===== src/sdrtc_pkg.sv =====
// constants for the sdram timing and init controller
package sdrtc_pkg;
    localparam int unsigned CLK_MHZ = 20;
    localparam int unsigned T_RRD_NS = 15;
    localparam int unsigned T_RP_NS = 20;
    localparam int unsigned T_RAS_NS = 44;
    localparam int unsigned T_RAS_MAX_NS = 120000;
    localparam int unsigned T_SRX_NS = 70;
    localparam int unsigned T_RCD_NS = 20;
    localparam int unsigned T_RC_NS = 66;
    localparam int unsigned T_PWRUP_US = 200;
    localparam int unsigned T_WR_CLK = 2;
    localparam int unsigned T_MRS_CLK = 2;
    localparam int unsigned COL_GAP_CLK = 1;
    localparam int unsigned INIT_REFRESHES = 2;
    // least times round up, longest times round down
    localparam int unsigned C_RRD = (T_RRD_NS * CLK_MHZ + 999) / 1000;
    localparam int unsigned C_RP = (T_RP_NS * CLK_MHZ + 999) / 1000;
    localparam int unsigned C_RAS = (T_RAS_NS * CLK_MHZ + 999) / 1000;
    localparam int unsigned C_RAS_MAX = (T_RAS_MAX_NS * CLK_MHZ) / 1000;
    localparam int unsigned C_SRX = (T_SRX_NS * CLK_MHZ + 999) / 1000;
    localparam int unsigned C_RCD = (T_RCD_NS * CLK_MHZ + 999) / 1000;
    localparam int unsigned C_RC = (T_RC_NS * CLK_MHZ + 999) / 1000;
    localparam int unsigned C_PWRUP = T_PWRUP_US * CLK_MHZ;
    // command encodings {cs_n, ras_n, cas_n, we_n}
    localparam logic [3:0] CMD_NOP = 4'h7;
    localparam logic [3:0] CMD_ACT = 4'h3;
    localparam logic [3:0] CMD_RD = 4'h5;
    localparam logic [3:0] CMD_WR = 4'h4;
    localparam logic [3:0] CMD_PRE = 4'h2;
    localparam logic [3:0] CMD_REF = 4'h1;
    localparam logic [3:0] CMD_MRS = 4'h0;
    localparam int unsigned AP_BIT = 10;
    localparam logic [2:0] RL_2 = 3'h2;
    localparam logic [2:0] RL_3 = 3'h3;
    localparam int unsigned RL_LSB = 4;
    localparam logic [2:0] BURST_1 = 3'h0;
    typedef enum logic [1:0] {
        OP_READ,
        OP_WRITE,
        OP_REFRESH,
        OP_SELFREF
    } sdrtc_op_e;
endpackage


===== src/sdrtc_ctrl.sv =====
// sdram controller: power-up init and command spacing
`timescale 1ns/1ps
module sdrtc_ctrl #(
    parameter int unsigned PWRUP_CYCLES = sdrtc_pkg::C_PWRUP,
    parameter int unsigned RAS_MAX_CYCLES = sdrtc_pkg::C_RAS_MAX,
    parameter int unsigned ROW_W = 13,
    parameter int unsigned COL_W = 9,
    parameter int unsigned DATA_W = 32
) (
    // clock and reset
    input wire logic i_clk_sys,
    input wire logic i_rst,
    // user request
    input wire logic i_req_valid,
    input wire sdrtc_pkg::sdrtc_op_e i_req_op,
    input wire logic [1:0] i_req_bank,
    input wire logic [ROW_W-1:0] i_req_row,
    input wire logic [COL_W-1:0] i_req_col,
    input wire logic [DATA_W-1:0] i_req_wdata,
    input wire logic i_rl3,
    output logic o_req_ready,
    output logic o_init_done,
    output logic o_rd_valid,
    output logic [DATA_W-1:0] o_rd_data,
    // memory pins
    output logic o_cke,
    output logic o_cs_n,
    output logic o_ras_n,
    output logic o_cas_n,
    output logic o_we_n,
    output logic [1:0] o_ba,
    output logic [12:0] o_addr,
    output logic [3:0] o_dqm,
    output logic [DATA_W-1:0] o_dq_out,
    output logic o_dq_oe,
    input wire logic [DATA_W-1:0] i_dq_in
);
    typedef enum logic [3:0] {
        S_PWRUP, S_PREALL, S_MRS, S_IREF, S_IDLE, S_ACT, S_COL, S_WREC,
        S_PRE, S_REF, S_SREF, S_SRX, S_WAIT
    } sdrtc_state_e;

    sdrtc_state_e state_q, state_d, next_q, next_d;
    logic [17:0] wait_q, wait_d;
    logic [17:0] ras_q;
    logic [1:0] refs_q;
    logic [3:0] cmd_q, cmd_d;
    logic [12:0] addr_d;
    logic [4:0] rdpipe_q;
    logic [DATA_W-1:0] dq_s1_q, dq_s2_q;
    logic [17:0] ras_max_c;
    logic [2:0] rl_code;
    logic waited, in_init;

    assign ras_max_c = 18'(RAS_MAX_CYCLES);
    assign waited = (wait_q == 18'h0);
    // the waits between init steps still count as init
    assign in_init = (state_q == S_PWRUP) || (state_q == S_PREALL) || (state_q == S_MRS)
        || (state_q == S_IREF)
        || (state_q == S_WAIT && (next_q == S_MRS || next_q == S_IREF));
    assign rl_code = i_rl3 ? sdrtc_pkg::RL_3 : sdrtc_pkg::RL_2;
    assign o_req_ready = (state_q == S_IDLE);
    assign o_init_done = !in_init;

    always_comb begin
        state_d = state_q;
        next_d = next_q;
        wait_d = waited ? wait_q : wait_q - 18'h1;
        cmd_d = sdrtc_pkg::CMD_NOP;
        addr_d = o_addr;
        case (state_q)
            S_PWRUP: if (waited) begin
                state_d = S_PREALL;
            end
            S_PREALL: begin
                cmd_d = sdrtc_pkg::CMD_PRE;
                addr_d = 13'h1 << sdrtc_pkg::AP_BIT;
                wait_d = 18'(sdrtc_pkg::C_RP - 1);
                state_d = S_WAIT;
                next_d = S_MRS;
            end
            S_MRS: if (waited) begin
                cmd_d = sdrtc_pkg::CMD_MRS;
                addr_d = 13'({rl_code, 1'b0, sdrtc_pkg::BURST_1});
                wait_d = 18'(sdrtc_pkg::T_MRS_CLK - 1);
                state_d = S_WAIT;
                next_d = S_IREF;
            end
            S_IREF: begin
                cmd_d = sdrtc_pkg::CMD_REF;
                wait_d = 18'(sdrtc_pkg::C_RC - 1);
                state_d = S_WAIT;
                next_d = (refs_q == 2'(sdrtc_pkg::INIT_REFRESHES - 1)) ? S_IDLE : S_IREF;
            end
            S_IDLE: if (i_req_valid) begin
                case (i_req_op)
                    sdrtc_pkg::OP_REFRESH: state_d = S_REF;
                    sdrtc_pkg::OP_SELFREF: state_d = S_SREF;
                    default: state_d = S_ACT;
                endcase
            end
            S_ACT: begin
                cmd_d = sdrtc_pkg::CMD_ACT;
                addr_d = 13'(i_req_row);
                wait_d = 18'(sdrtc_pkg::C_RCD - 1);
                state_d = S_WAIT;
                next_d = S_COL;
            end
            S_COL: begin
                cmd_d = (i_req_op == sdrtc_pkg::OP_WRITE) ? sdrtc_pkg::CMD_WR
                    : sdrtc_pkg::CMD_RD;
                addr_d = 13'(i_req_col);
                wait_d = 18'(sdrtc_pkg::T_WR_CLK);
                state_d = S_WREC;
            end
            S_WREC: if (waited && ras_q >= 18'(sdrtc_pkg::C_RAS)) begin
                state_d = S_PRE;
            end
            S_PRE: begin
                cmd_d = sdrtc_pkg::CMD_PRE;
                addr_d = 13'h0;
                wait_d = 18'(sdrtc_pkg::C_RC > sdrtc_pkg::C_RP + sdrtc_pkg::C_RAS ?
                    sdrtc_pkg::C_RC - sdrtc_pkg::C_RAS : sdrtc_pkg::C_RP) - 18'h1;
                state_d = S_WAIT;
                next_d = S_IDLE;
            end
            S_REF: begin
                cmd_d = sdrtc_pkg::CMD_REF;
                wait_d = 18'(sdrtc_pkg::C_RC - 1);
                state_d = S_WAIT;
                next_d = S_IDLE;
            end
            S_SREF: begin
                wait_d = 18'(sdrtc_pkg::C_RAS);
                if (!i_req_valid) begin
                    state_d = S_SRX;
                end
            end
            S_SRX: begin
                wait_d = 18'(sdrtc_pkg::C_SRX > sdrtc_pkg::C_RC ? sdrtc_pkg::C_SRX
                    : sdrtc_pkg::C_RC);
                state_d = S_WAIT;
                next_d = S_IDLE;
            end
            S_WAIT: if (waited) begin
                state_d = next_q;
            end
            default: state_d = S_PWRUP;
        endcase
        // refresh only on the entry cycle; the exit cycle shows a no-operation
        if (state_q == S_SREF && state_d == S_SREF) begin
            cmd_d = o_cke ? sdrtc_pkg::CMD_REF : sdrtc_pkg::CMD_NOP;
        end
    end

    always_ff @(posedge i_clk_sys or posedge i_rst) begin
        if (i_rst) begin
            state_q <= S_PWRUP;
            next_q <= S_IDLE;
            wait_q <= 18'(PWRUP_CYCLES - 1);
            cmd_q <= sdrtc_pkg::CMD_NOP;
            o_addr <= 13'h0;
            refs_q <= 2'h0;
            o_cke <= 1'b1;
        end else begin
            state_q <= state_d;
            next_q <= next_d;
            wait_q <= wait_d;
            cmd_q <= cmd_d;
            o_addr <= addr_d;
            o_cke <= !(state_q == S_SREF && state_d == S_SREF);
            if (state_q == S_IREF) begin
                refs_q <= refs_q + 2'h1;
            end
        end
    end

    // row open timer and read return
    always_ff @(posedge i_clk_sys or posedge i_rst) begin
        if (i_rst) begin
            ras_q <= 18'h0;
            o_ba <= 2'h0;
            o_dqm <= 4'hf;
            o_dq_out <= '0;
            o_dq_oe <= 1'b0;
            rdpipe_q <= 5'h0;
            dq_s1_q <= '0;
            dq_s2_q <= '0;
            o_rd_data <= '0;
            o_rd_valid <= 1'b0;
        end else begin
            ras_q <= (cmd_d == sdrtc_pkg::CMD_ACT) ? 18'h0 : ras_q + 18'(ras_q < ras_max_c);
            if (state_q == S_ACT) begin
                o_ba <= i_req_bank;
            end
            o_dqm <= in_init ? 4'hf : 4'h0;
            o_dq_oe <= (cmd_d == sdrtc_pkg::CMD_WR);
            o_dq_out <= i_req_wdata;
            rdpipe_q <= {rdpipe_q[3:0], cmd_q == sdrtc_pkg::CMD_RD};
            dq_s1_q <= i_dq_in;
            dq_s2_q <= dq_s1_q;
            // latency plus two synchroniser stages, in step with o_rd_data
            o_rd_valid <= i_rl3 ? rdpipe_q[4] : rdpipe_q[3];
            o_rd_data <= dq_s2_q;
        end
    end

    assign {o_cs_n, o_ras_n, o_cas_n, o_we_n} = cmd_q;

    a_init_dqm_high: assert property (@(posedge i_clk_sys) disable iff (i_rst)
        !o_init_done |-> o_dqm == 4'hf) else $error("byte masks low during init");
    a_act_to_col: assert property (@(posedge i_clk_sys) disable iff (i_rst)
        (cmd_q == sdrtc_pkg::CMD_ACT) |=> (cmd_q != sdrtc_pkg::CMD_RD
        && cmd_q != sdrtc_pkg::CMD_WR)) else $error("column too soon after activate");
    a_mrs_gap: assert property (@(posedge i_clk_sys) disable iff (i_rst)
        (cmd_q == sdrtc_pkg::CMD_MRS) |=> cmd_q == sdrtc_pkg::CMD_NOP)
        else $error("command right after mode set");
    a_pre_to_act: assert property (@(posedge i_clk_sys) disable iff (i_rst)
        (cmd_q == sdrtc_pkg::CMD_PRE) |=> cmd_q == sdrtc_pkg::CMD_NOP)
        else $error("command too soon after precharge");
    a_ras_min: assert property (@(posedge i_clk_sys) disable iff (i_rst)
        (cmd_q == sdrtc_pkg::CMD_PRE && o_init_done) |-> ras_q >= 18'(sdrtc_pkg::C_RAS))
        else $error("row closed too early");
    a_cke_init: assert property (@(posedge i_clk_sys) disable iff (i_rst)
        !o_init_done |-> o_cke) else $error("clock gate low in init");
    a_ref_spacing: assert property (@(posedge i_clk_sys) disable iff (i_rst)
        (cmd_q == sdrtc_pkg::CMD_REF && o_cke) |=> cmd_q == sdrtc_pkg::CMD_NOP)
        else $error("command after refresh");
    a_ready_idle: assert property (@(posedge i_clk_sys) disable iff (i_rst)
        o_req_ready |-> cmd_q != sdrtc_pkg::CMD_ACT) else $error("ready while active");
    c_init: cover property (@(posedge i_clk_sys) $rose(o_init_done));
    c_read: cover property (@(posedge i_clk_sys) o_rd_valid);
    c_write: cover property (@(posedge i_clk_sys) o_dq_oe);
    c_selfref: cover property (@(posedge i_clk_sys) $fell(o_cke));
endmodule


===== config.mk =====
export PLATFORM = sky130hd
export DESIGN_NAME = sdrtc_ctrl
export DESIGN_NICKNAME = d
export VERILOG_FILES = /design/src/sdrtc_pkg.sv /design/src/sdrtc_ctrl.sv
export SDC_FILE = /design/constraint.sdc
export NUM_CORES = 1
export LEC_CHECK = 0
export BUFFER_PORTS_ARGS = -buffer_cell sky130_fd_sc_hd__buf_4
export CAP_MARGIN = 40
export CORE_ASPECT_RATIO = 0.7
export CORE_UTILIZATION = 25
export CTS_BUF_LIST = sky130_fd_sc_hd__clkbuf_8 sky130_fd_sc_hd__clkbuf_16
export DETAILED_ROUTE_END_ITERATION = 10
export PLACE_DENSITY = 0.45
export REMOVE_ABC_BUFFERS = 1
export SLEW_MARGIN = 10
export SYNTH_ARGS = -nofsm -noshare
export SYNTH_HDL_FRONTEND = slang
export SYNTH_SLANG_ARGS = --single-unit

===== constraint.sdc =====
create_clock -name i_clk_sys -period 5.87 [get_ports i_clk_sys]
set_input_delay 0.587 -clock i_clk_sys [delete_from_list [all_inputs] [get_ports i_clk_sys]]
set_output_delay 0.587 -clock i_clk_sys [all_outputs]
set_load 0.02 [all_outputs]

==> run_results.csv, run 1 <==
group,metric,value,unit
job,max_cap_violations,0,
floorplan,start_util,25.45,%
timing,slew_violations,0,
worst_setup_path,critical_path.max_stage_delay,0.80,ns
clock_tree,post_cts_resized,0,
timing,layout_worst_path_cycle_share,48.67,%
synthesis,syn_inst,530,
synthesis,synth.top_cell.area_share,65.17,%
clock_tree,htree_levels,4,
placed_design,place_area,0.008875,mm²
floorplan,num_rows,51,
timing,setup_viol,0,
placed_design,port_buffers,184,
clock_tree,cts_root_buf,"clkbuf_16",
clock_tree,cts_tree,"built",
timing,fin_crit,2.857,ns
detailed_routing,wl_per_cell,14.58,µm
floorplan,die_w,202.9,µm
worst_setup_path,critPathKind,"reg2out",
clock_tree,cts_buffers,17,
global_routing,grt-ovfl-total,0,
detailed_routing,first_iter_violations,255,
placed_design,gp_congestion,0.8210,
global_routing,grt_start_max_net_pins,82,
synthesis,synth_cell_types,61,
final_layout,drive_above_1_share,37.45,%
final_layout,diodes,0,
timing,maxSlewHeadroom,45.91,%
final_layout,final_common_cell,"buf_4",
synthesis,yosysSeqAreaShare,71.12,%
synthesis,ys_warn_count,0,
detailed_routing,vias,4598,
global_routing,grt_pass1_wl,25330,µm
timing,rsz0062_at_grt,"false",
worst_setup_path,endpoint_kind,"output port",
worst_setup_path,crit_path_cell_trace,"and2_0 > nand4_1 > o21ai_0 > inv_1 > buf_4",
power_and_ir_drop,intPower,0.002687,W
synthesis,synthFlopType,"dfrtp_1",
clock_tree,clk_latency,0.44,ns
final_layout,layout_common_cells,"187 x buf_4, 184 x dfrtp_1, 39 x nor2_1",
floorplan,die_h,142.7,µm
synthesis,synth_edf_count,0,
clock_tree,cts_hold_buf,0,
worst_setup_path,crit_arrival,2.27,ns
detailed_routing,viasPerCell,4.180,
worst_setup_path,critPathRequiredTime,5.28,ns
synthesis,ys_ff_latch,200,
detailed_routing,ant_nets,0,
clock_tree,clk_pin_slew,0.08,ns
placed_design,dp_hpwl,11370,µm
global_routing,grt_usage,11.37,%
floorplan,coreArea,0.02776,mm²
floorplan,pin_count,186,
clock_tree,clk_path_buf_depth,2,
worst_setup_path,crit_fanout,24,
power_and_ir_drop,p_per_area,443.3,mW/mm²
timing,fmax,350.0,MHz
clock_tree,clock_sinks,200,
global_routing,grt_pass1_vias,4665,
power_and_ir_drop,comb_power_share,29.3,%
floorplan,die_area,0.02895,mm²
synthesis,synthArstFlopShare,100.0,%
timing,clock_skew,0.02020,ns
synthesis,avgSynthCellArea,13.33,µm²
final_layout,syn_to_final_growth,34.16,%
power_and_ir_drop,peakVddDrop,0.1686,mV
clock_tree,postCtsSetupBuffers,0,
power_and_ir_drop,p_leak,4.341,nW
synthesis,netlist_area,0.007066,mm²
final_layout,final_cell_area,0.009479,mm²
power_and_ir_drop,p_switching,0.001515,W
power_and_ir_drop,swShare,36.06,%
detailed_routing,first_pass_iters,4,
synthesis,yosys.area.top_type,"dfrtp_1",
worst_setup_path,cp_slowest_cell,"dfrtp_1",
timing,finalHoldViolCount,0,
hold_path,hold_path.class,"in2async",
final_layout,nNetsFinal,816,
power_and_ir_drop,clkPwrFrac,27.7,%
synthesis,synthTopCellsByArea,"dfrtp_1 65%, dfstp_2 6.0%, xor2_1 2.7%",
timing,tns,0,ns
status,status,"completed",
detailed_routing,finalWirelength,16040,µm
detailed_routing,drc,0,
worst_setup_path,cp-start-kind,"flip-flop",
global_routing,grt_antenna_before_repair,0,
timing,max_slew.worst_pin.slew,0.8114,ns
power_and_ir_drop,seq_power_share,43.0,%
==> sequential cells by signal, summed over array words and instances (netlist names) <==
name / cells
o_dq_out: 32
o_rd_valid: 1
o_ba: 2
o_rd_data: 32
dq_s1_q: 32
dq_s2_q: 32
refs_q: 2
wait_q: 18
o_cke: 1
rdpipe_q: 5
next_q: 3
o_dq_oe: 1
ras_q: 18
o_addr: 13
o_dqm: 1
cmd_q: 3
state_q: 4
==> per-layer routing <==
metal,track usage (%),vias up,routed length (µm)
met3,3.172,11,1053
met1,15.54,2258,7420
met5,0,-,0
met4,4.076,0,208
li1,-,2175,-
met2,17.21,154,7353
==> worst max-delay path: cells and delay by family, from the launching register on <==
kind	cells	cell delay (ns)
AOI/OAI and AO/OA	1	0.17
buffers and inverters	2	0.26
DFF	1	0.80
and+or+nand+nor	2	0.59
==> kinds of logic after synthesis <==
group	Yosys count	synth area share, %
xor gates and xnor gates	28	3.471
muxes	11	1.718
adders and majority gates	5	0.8854
AOI/OAI and AO/OA	75	6.623
DFF	200	71.12
other	1	0.05307
and+or+nand+nor	169	13.55
buffers and inverters	41	2.585
==> synthesized netlist by cell type (3+ instances only) <==
library cell and n:
and3_1 4, nand2_1 28, a211o_1 3, ha_1 5, nand3_1 21, nor2_1 39
mux2_2 9, nand2b_1 4, buf_4 4, nand4b_1 4, o21ai_0 26, nand3b_1 5
xnor2_1 6, a21oi_1 18, nor2b_1 11, inv_1 20, nor3_1 7, dfrtp_1 184
clkbuf_1 7, nor2_2 11, xor2_1 22, nand4_1 4, buf_2 5, o211ai_1 3
nor4_1 7, a31oi_1 3, dfstp_2 16, a22oi_1 9, or3_1 4, buf_1 4
==> power groups by stage <==
stage	clock network (W)	registers, W	logic (W)
detailed placement	0	0.00183	0.00124
floorplan	0	0.00189	0.000725
global placement	0	0.00182	0.00121
global route	0.00127	0.00184	0.00136
CTS	0.00122	0.00181	0.00124
finish	0.00116	0.00181	0.00123
==> cell type report <==
cell class / count / area, µm²
Clock inverter: 14 / 178.9
Multi-Input combinational cell: 289 / 1861
Timing Repair Buffer: 189 / 1443
Fill cell: 2758 / 18280
Sequential cell: 200 / 5025
Tap cell: 371 / 464.2
Inverter: 20 / 82.58
Clock buffer: 17 / 425.4
==> path summary, 6_finish.rpt <==
path                                 start       endpoint  slack (ns)  cells past startpoint
max in group asynchronous            i_rst      ras_q[13]        4.55                      3
max reg2reg                     wait_q[12]      wait_q[0]        3.05                      9
max                             state_q[3]    o_init_done        3.01                      5
min                                  i_rst   o_dq_out[11]        0.15                      2
min reg2reg                    dq_s2_q[22]  o_rd_data[22]        0.34                      0
min in group i_clk_sys     i_req_wdata[28]   o_dq_out[28]        0.25                      1
==> through the flow <==
| stage | power (W) | setup WS, ns | utilization (%) | cells | hold slack, ns |
|---|---|---|---|---|---|
| 5_1_grt | 0.004469 | 2.835 | 34.15 | 1100 | 0.1601 |
| 4_1_cts | 0.004266 | 3.015 | 34.15 | 1100 | 0.1538 |
| 2_1_floorplan | 0.002610 | -0.1445 | - | 509 | 0.3312 |
| 6_report | 0.004202 | 3.013 | 34.15 | 1100 | 0.1533 |
| 3_3_place_gp | 0.003037 | 3.200 | 31.81 | 1066 | 0.3313 |
| 3_5_place_dp | 0.003066 | 3.074 | 31.97 | 1069 | 0.3347 |
Power figures use the tool's default switching activity.
==> run 2, diff against run 1 <==
ABC_AREA = 1   (was unset)
clock period = 2.4 ns   (was 5.87 ns; I/O delays follow)
==> run 2 against run 1 <==
Effect of this change: core utilization rose by 4.1 points; design area up 9.7%; first-iteration DRC count fell by 10%; sequential share of layout area fell by 4.7 points; global-route usage increased by 1.8 points; hold slack worse by 0.13 ns; cell count up 15%; area after synthesis down 0.87%; register-to-register slack lost 3.0 ns; critical endpoint is now ras_q[14].
==> run_results.csv, run 2 <==
group,metric,value,unit
status,status,"completed",
global_routing,grt_start_max_net_pins,72,
final_layout,layout_common_cells,"206 x buf_4, 184 x dfrtp_1, 102 x nand2_1",
worst_setup_path,endpoint_kind,"flip-flop",
clock_tree,clk_path_buf_depth,2,
timing,maxSlewHeadroom,64.89,%
hold_path,hold_path_depth,3,
final_layout,final_common_cell,"buf_4",
final_layout,syn_to_final_growth,48.45,%
final_layout,multiInputGateArea,0.001758,mm²
placed_design,gp_congestion,0.7880,
floorplan,die_h,142.0,µm
synthesis,avgSynthCellArea,11.62,µm²
worst_setup_path,rr_worst_depth,14,
worst_setup_path,reg2reg_to,"ras_q[14]",
synthesis,synthArstFlopShare,100.0,%
global_routing,grt_pass1_vias,5282,
detailed_routing,drc,0,
synthesis,yosys.area.top_type,"dfrtp_1",
synthesis,netlist_area,0.007004,mm²
synthesis,ys_warn_count,0,
timing,rsz0062_at_grt,"true",
clock_tree,cts_tree,"built",
synthesis,synth_cell_types,44,
synthesis,synth_edf_count,0,
synthesis,synth.top_cell.area_share,65.74,%
synthesis,synthFlopType,"dfrtp_1",
floorplan,coreArea,0.02715,mm²
placed_design,dp_hpwl,12720,µm
synthesis,synthTopCellsByArea,"dfrtp_1 66%, dfstp_2 6.0%, nand2_1 5.6%",
worst_setup_path,worstSetupStartpoint,"ras_q[13]",
final_layout,diodes,0,
global_routing,grt-ovfl-total,0,
worst_setup_path,critical_path.max_stage_delay,0.39,ns
detailed_routing,first_iter_violations,229,
timing,fin_crit,2.317,ns
synthesis,ys_ff_latch,200,
detailed_routing,first_pass_iters,4,
synthesis,yosysSeqAreaShare,71.74,%
placed_design,port_buffers,184,
timing,slew_violations,0,
power_and_ir_drop,power,0.01045,W
clock_tree,clk_latency,0.44,ns
worst_setup_path,cp.depth,14,
worst_setup_path,critPathRequiredTime,2.72,ns
synthesis,syn_inst,603,
job,max_cap_violations,0,
timing,setup_viol,0,
final_layout,nFillCells,2683,
worst_setup_path,critPathKind,"reg2reg",
worst_setup_path,path_delay_family,"simple AND/OR/NAND/NOR gates",
clock_tree,clock_sinks,200,
worst_setup_path,crit_path_cell_trace,"nor2_2 > nand4_1 > a21oi_2 > ha_2 > ha_4 > nand2_2 > inv_2 > nand2_4 > nor2_4 > nand4_1 > nor2_2 > nand3_1 > xor2_1 > nor2_1",
floorplan,die_w,202.1,µm
worst_setup_path,worst-path-buf-inv,1,
clock_tree,cts_buffers,17,
timing,layout_worst_path_cycle_share,96.54,%
synthesis,synthTopCellsByCount,"184 x dfrtp_1, 104 x nand2_1, 84 x nor2_1",
timing,max_slew.worst_pin.slew,0.5267,ns
detailed_routing,ant_nets,0,
worst_setup_path,crit_fanout,4,
timing,clock_skew,0.006462,ns
floorplan,die_area,0.02870,mm²
worst_setup_path,r2r_slack,0.08,ns
clock_tree,clk_pin_slew,0.07,ns
floorplan,pin_count,186,
detailed_routing,finalWirelength,18100,µm
timing,finalHoldViolCount,0,
global_routing,grt_pass1_wl,29140,µm
detailed_routing,vias,5115,
final_layout,nNetsFinal,992,
global_routing,grt_usage,13.22,%
final_layout,seqCellArea,0.005025,mm²
synthesis,post-synth-top-count-cell,"dfrtp_1",
power_and_ir_drop,peakVddDrop,0.5048,mV
clock_tree,cts_root_buf,"clkbuf_16",
worst_setup_path,cp_slowest_cell,"dfrtp_1",
worst_setup_path,cp-start-kind,"flip-flop",
final_layout,drive_above_1_share,32.67,%
timing,tns,0,ns
hold_path,hold_path.class,"in2reg",
final_layout,finish.utilization,38.29,%
global_routing,grt_antenna_before_repair,0,
worst_setup_path,crit_end,"ras_q[14]",
hold_path,min_from,"i_req_col[8]",
clock_tree,htree_levels,4,
worst_setup_path,r2r-start,"ras_q[13]",
timing,fmax,431.6,MHz
floorplan,start_util,25.80,%
power_and_ir_drop,p_per_area,1005,mW/mm²
power_and_ir_drop,p_leak,4.979,nW
detailed_routing,viasPerCell,4.028,
floorplan,num_rows,50,
detailed_routing,wl_per_cell,14.26,µm
worst_setup_path,crit_arrival,2.63,ns
==> run 2: final cells by class <==
class                   instances  share of cell area, %
inverters                      53                  2.034
flip-flops and latches        200                  48.33
repair buffers                282                  22.48
clock inverters                13                  1.516
multi-input cells             339                  16.91
well taps                     364                  4.380
clock buffers                  19                  4.356
==> run 2: timing repair <==
| item | CTS | global route |
|---|---|---|
| resized for setup | 3 | 11 |
| hold buffers | 73 | 0 |
| pin swaps | 0 | 8 |
| hold endpoints to repair | 139 | 0 |
| gates cloned | 0 | 0 |
| buffers inserted | 0 | 3 |
| setup endpoints to repair | 2 | 7 |
==> run 2: how the worst min path moves through the flow <==
stage,to
finish,o_addr[8]
CTS,o_addr[8]
detailed placement,dq_s2_q[14]
global route,o_addr[7]
floorplan,dq_s1_q[0]
global placement,dq_s1_q[0]
==> run 2: worst register-to-register path, delay by kind of cell, from the launching register on <==
family	cells	cell delay [ns]
compound gates	1	0.15
xor+xnor	1	0.16
fa+ha+maj	2	0.37
buf+inv	1	0.08
flops	1	0.39
simple gates	9	1.03
==> run 2: cells by family (layout without fill, tap and decap cells) <==
| logic type | count (synthesis) | in the layout | synth area share, % |
|---|---|---|---|
| buffers and inverters | 64 | 367 | 3.894 |
| and+or+nand+nor | 271 | 271 | 17.26 |
| other | 1 | 1 | 0.05354 |
| DFF | 200 | 200 | 71.74 |
| adders and majority gates | 5 | 5 | 0.8932 |
| AOI/OAI and AO/OA | 49 | 49 | 4.538 |
| xor gates and xnor gates | 13 | 13 | 1.626 |
==> run 2: where the power goes <==
part / internal, W / switching (W)
combinational: 0.00125 / 0.00190
sequential: 0.00397 / 0.000347
clock: 0.00162 / 0.00137
total: 0.00684 / 0.00361
==> run 2: through the flow <==
step	hold slack [ns]	instance area, µm²	instances	worst slack [ns]
floorplan	0.2714	6935	592	-3.268
global placement	0.3313	8987	1162	0.001349
detailed placement	0.3347	8987	1162	-0.03795
CTS	0.0007222	10340	1267	0.002649
global route	0.008067	10400	1270	-0.09641
finish	0.02563	10400	1270	0.08307
==> run 2: layer usage <==
layer	GRT usage [%]	vias up	wire [µm]
met3	3.526	15	992
met1	19.20	2437	9325
met4	4.984	0	248
met5	0	-	0
li1	-	2515	-
met2	18.61	148	7539
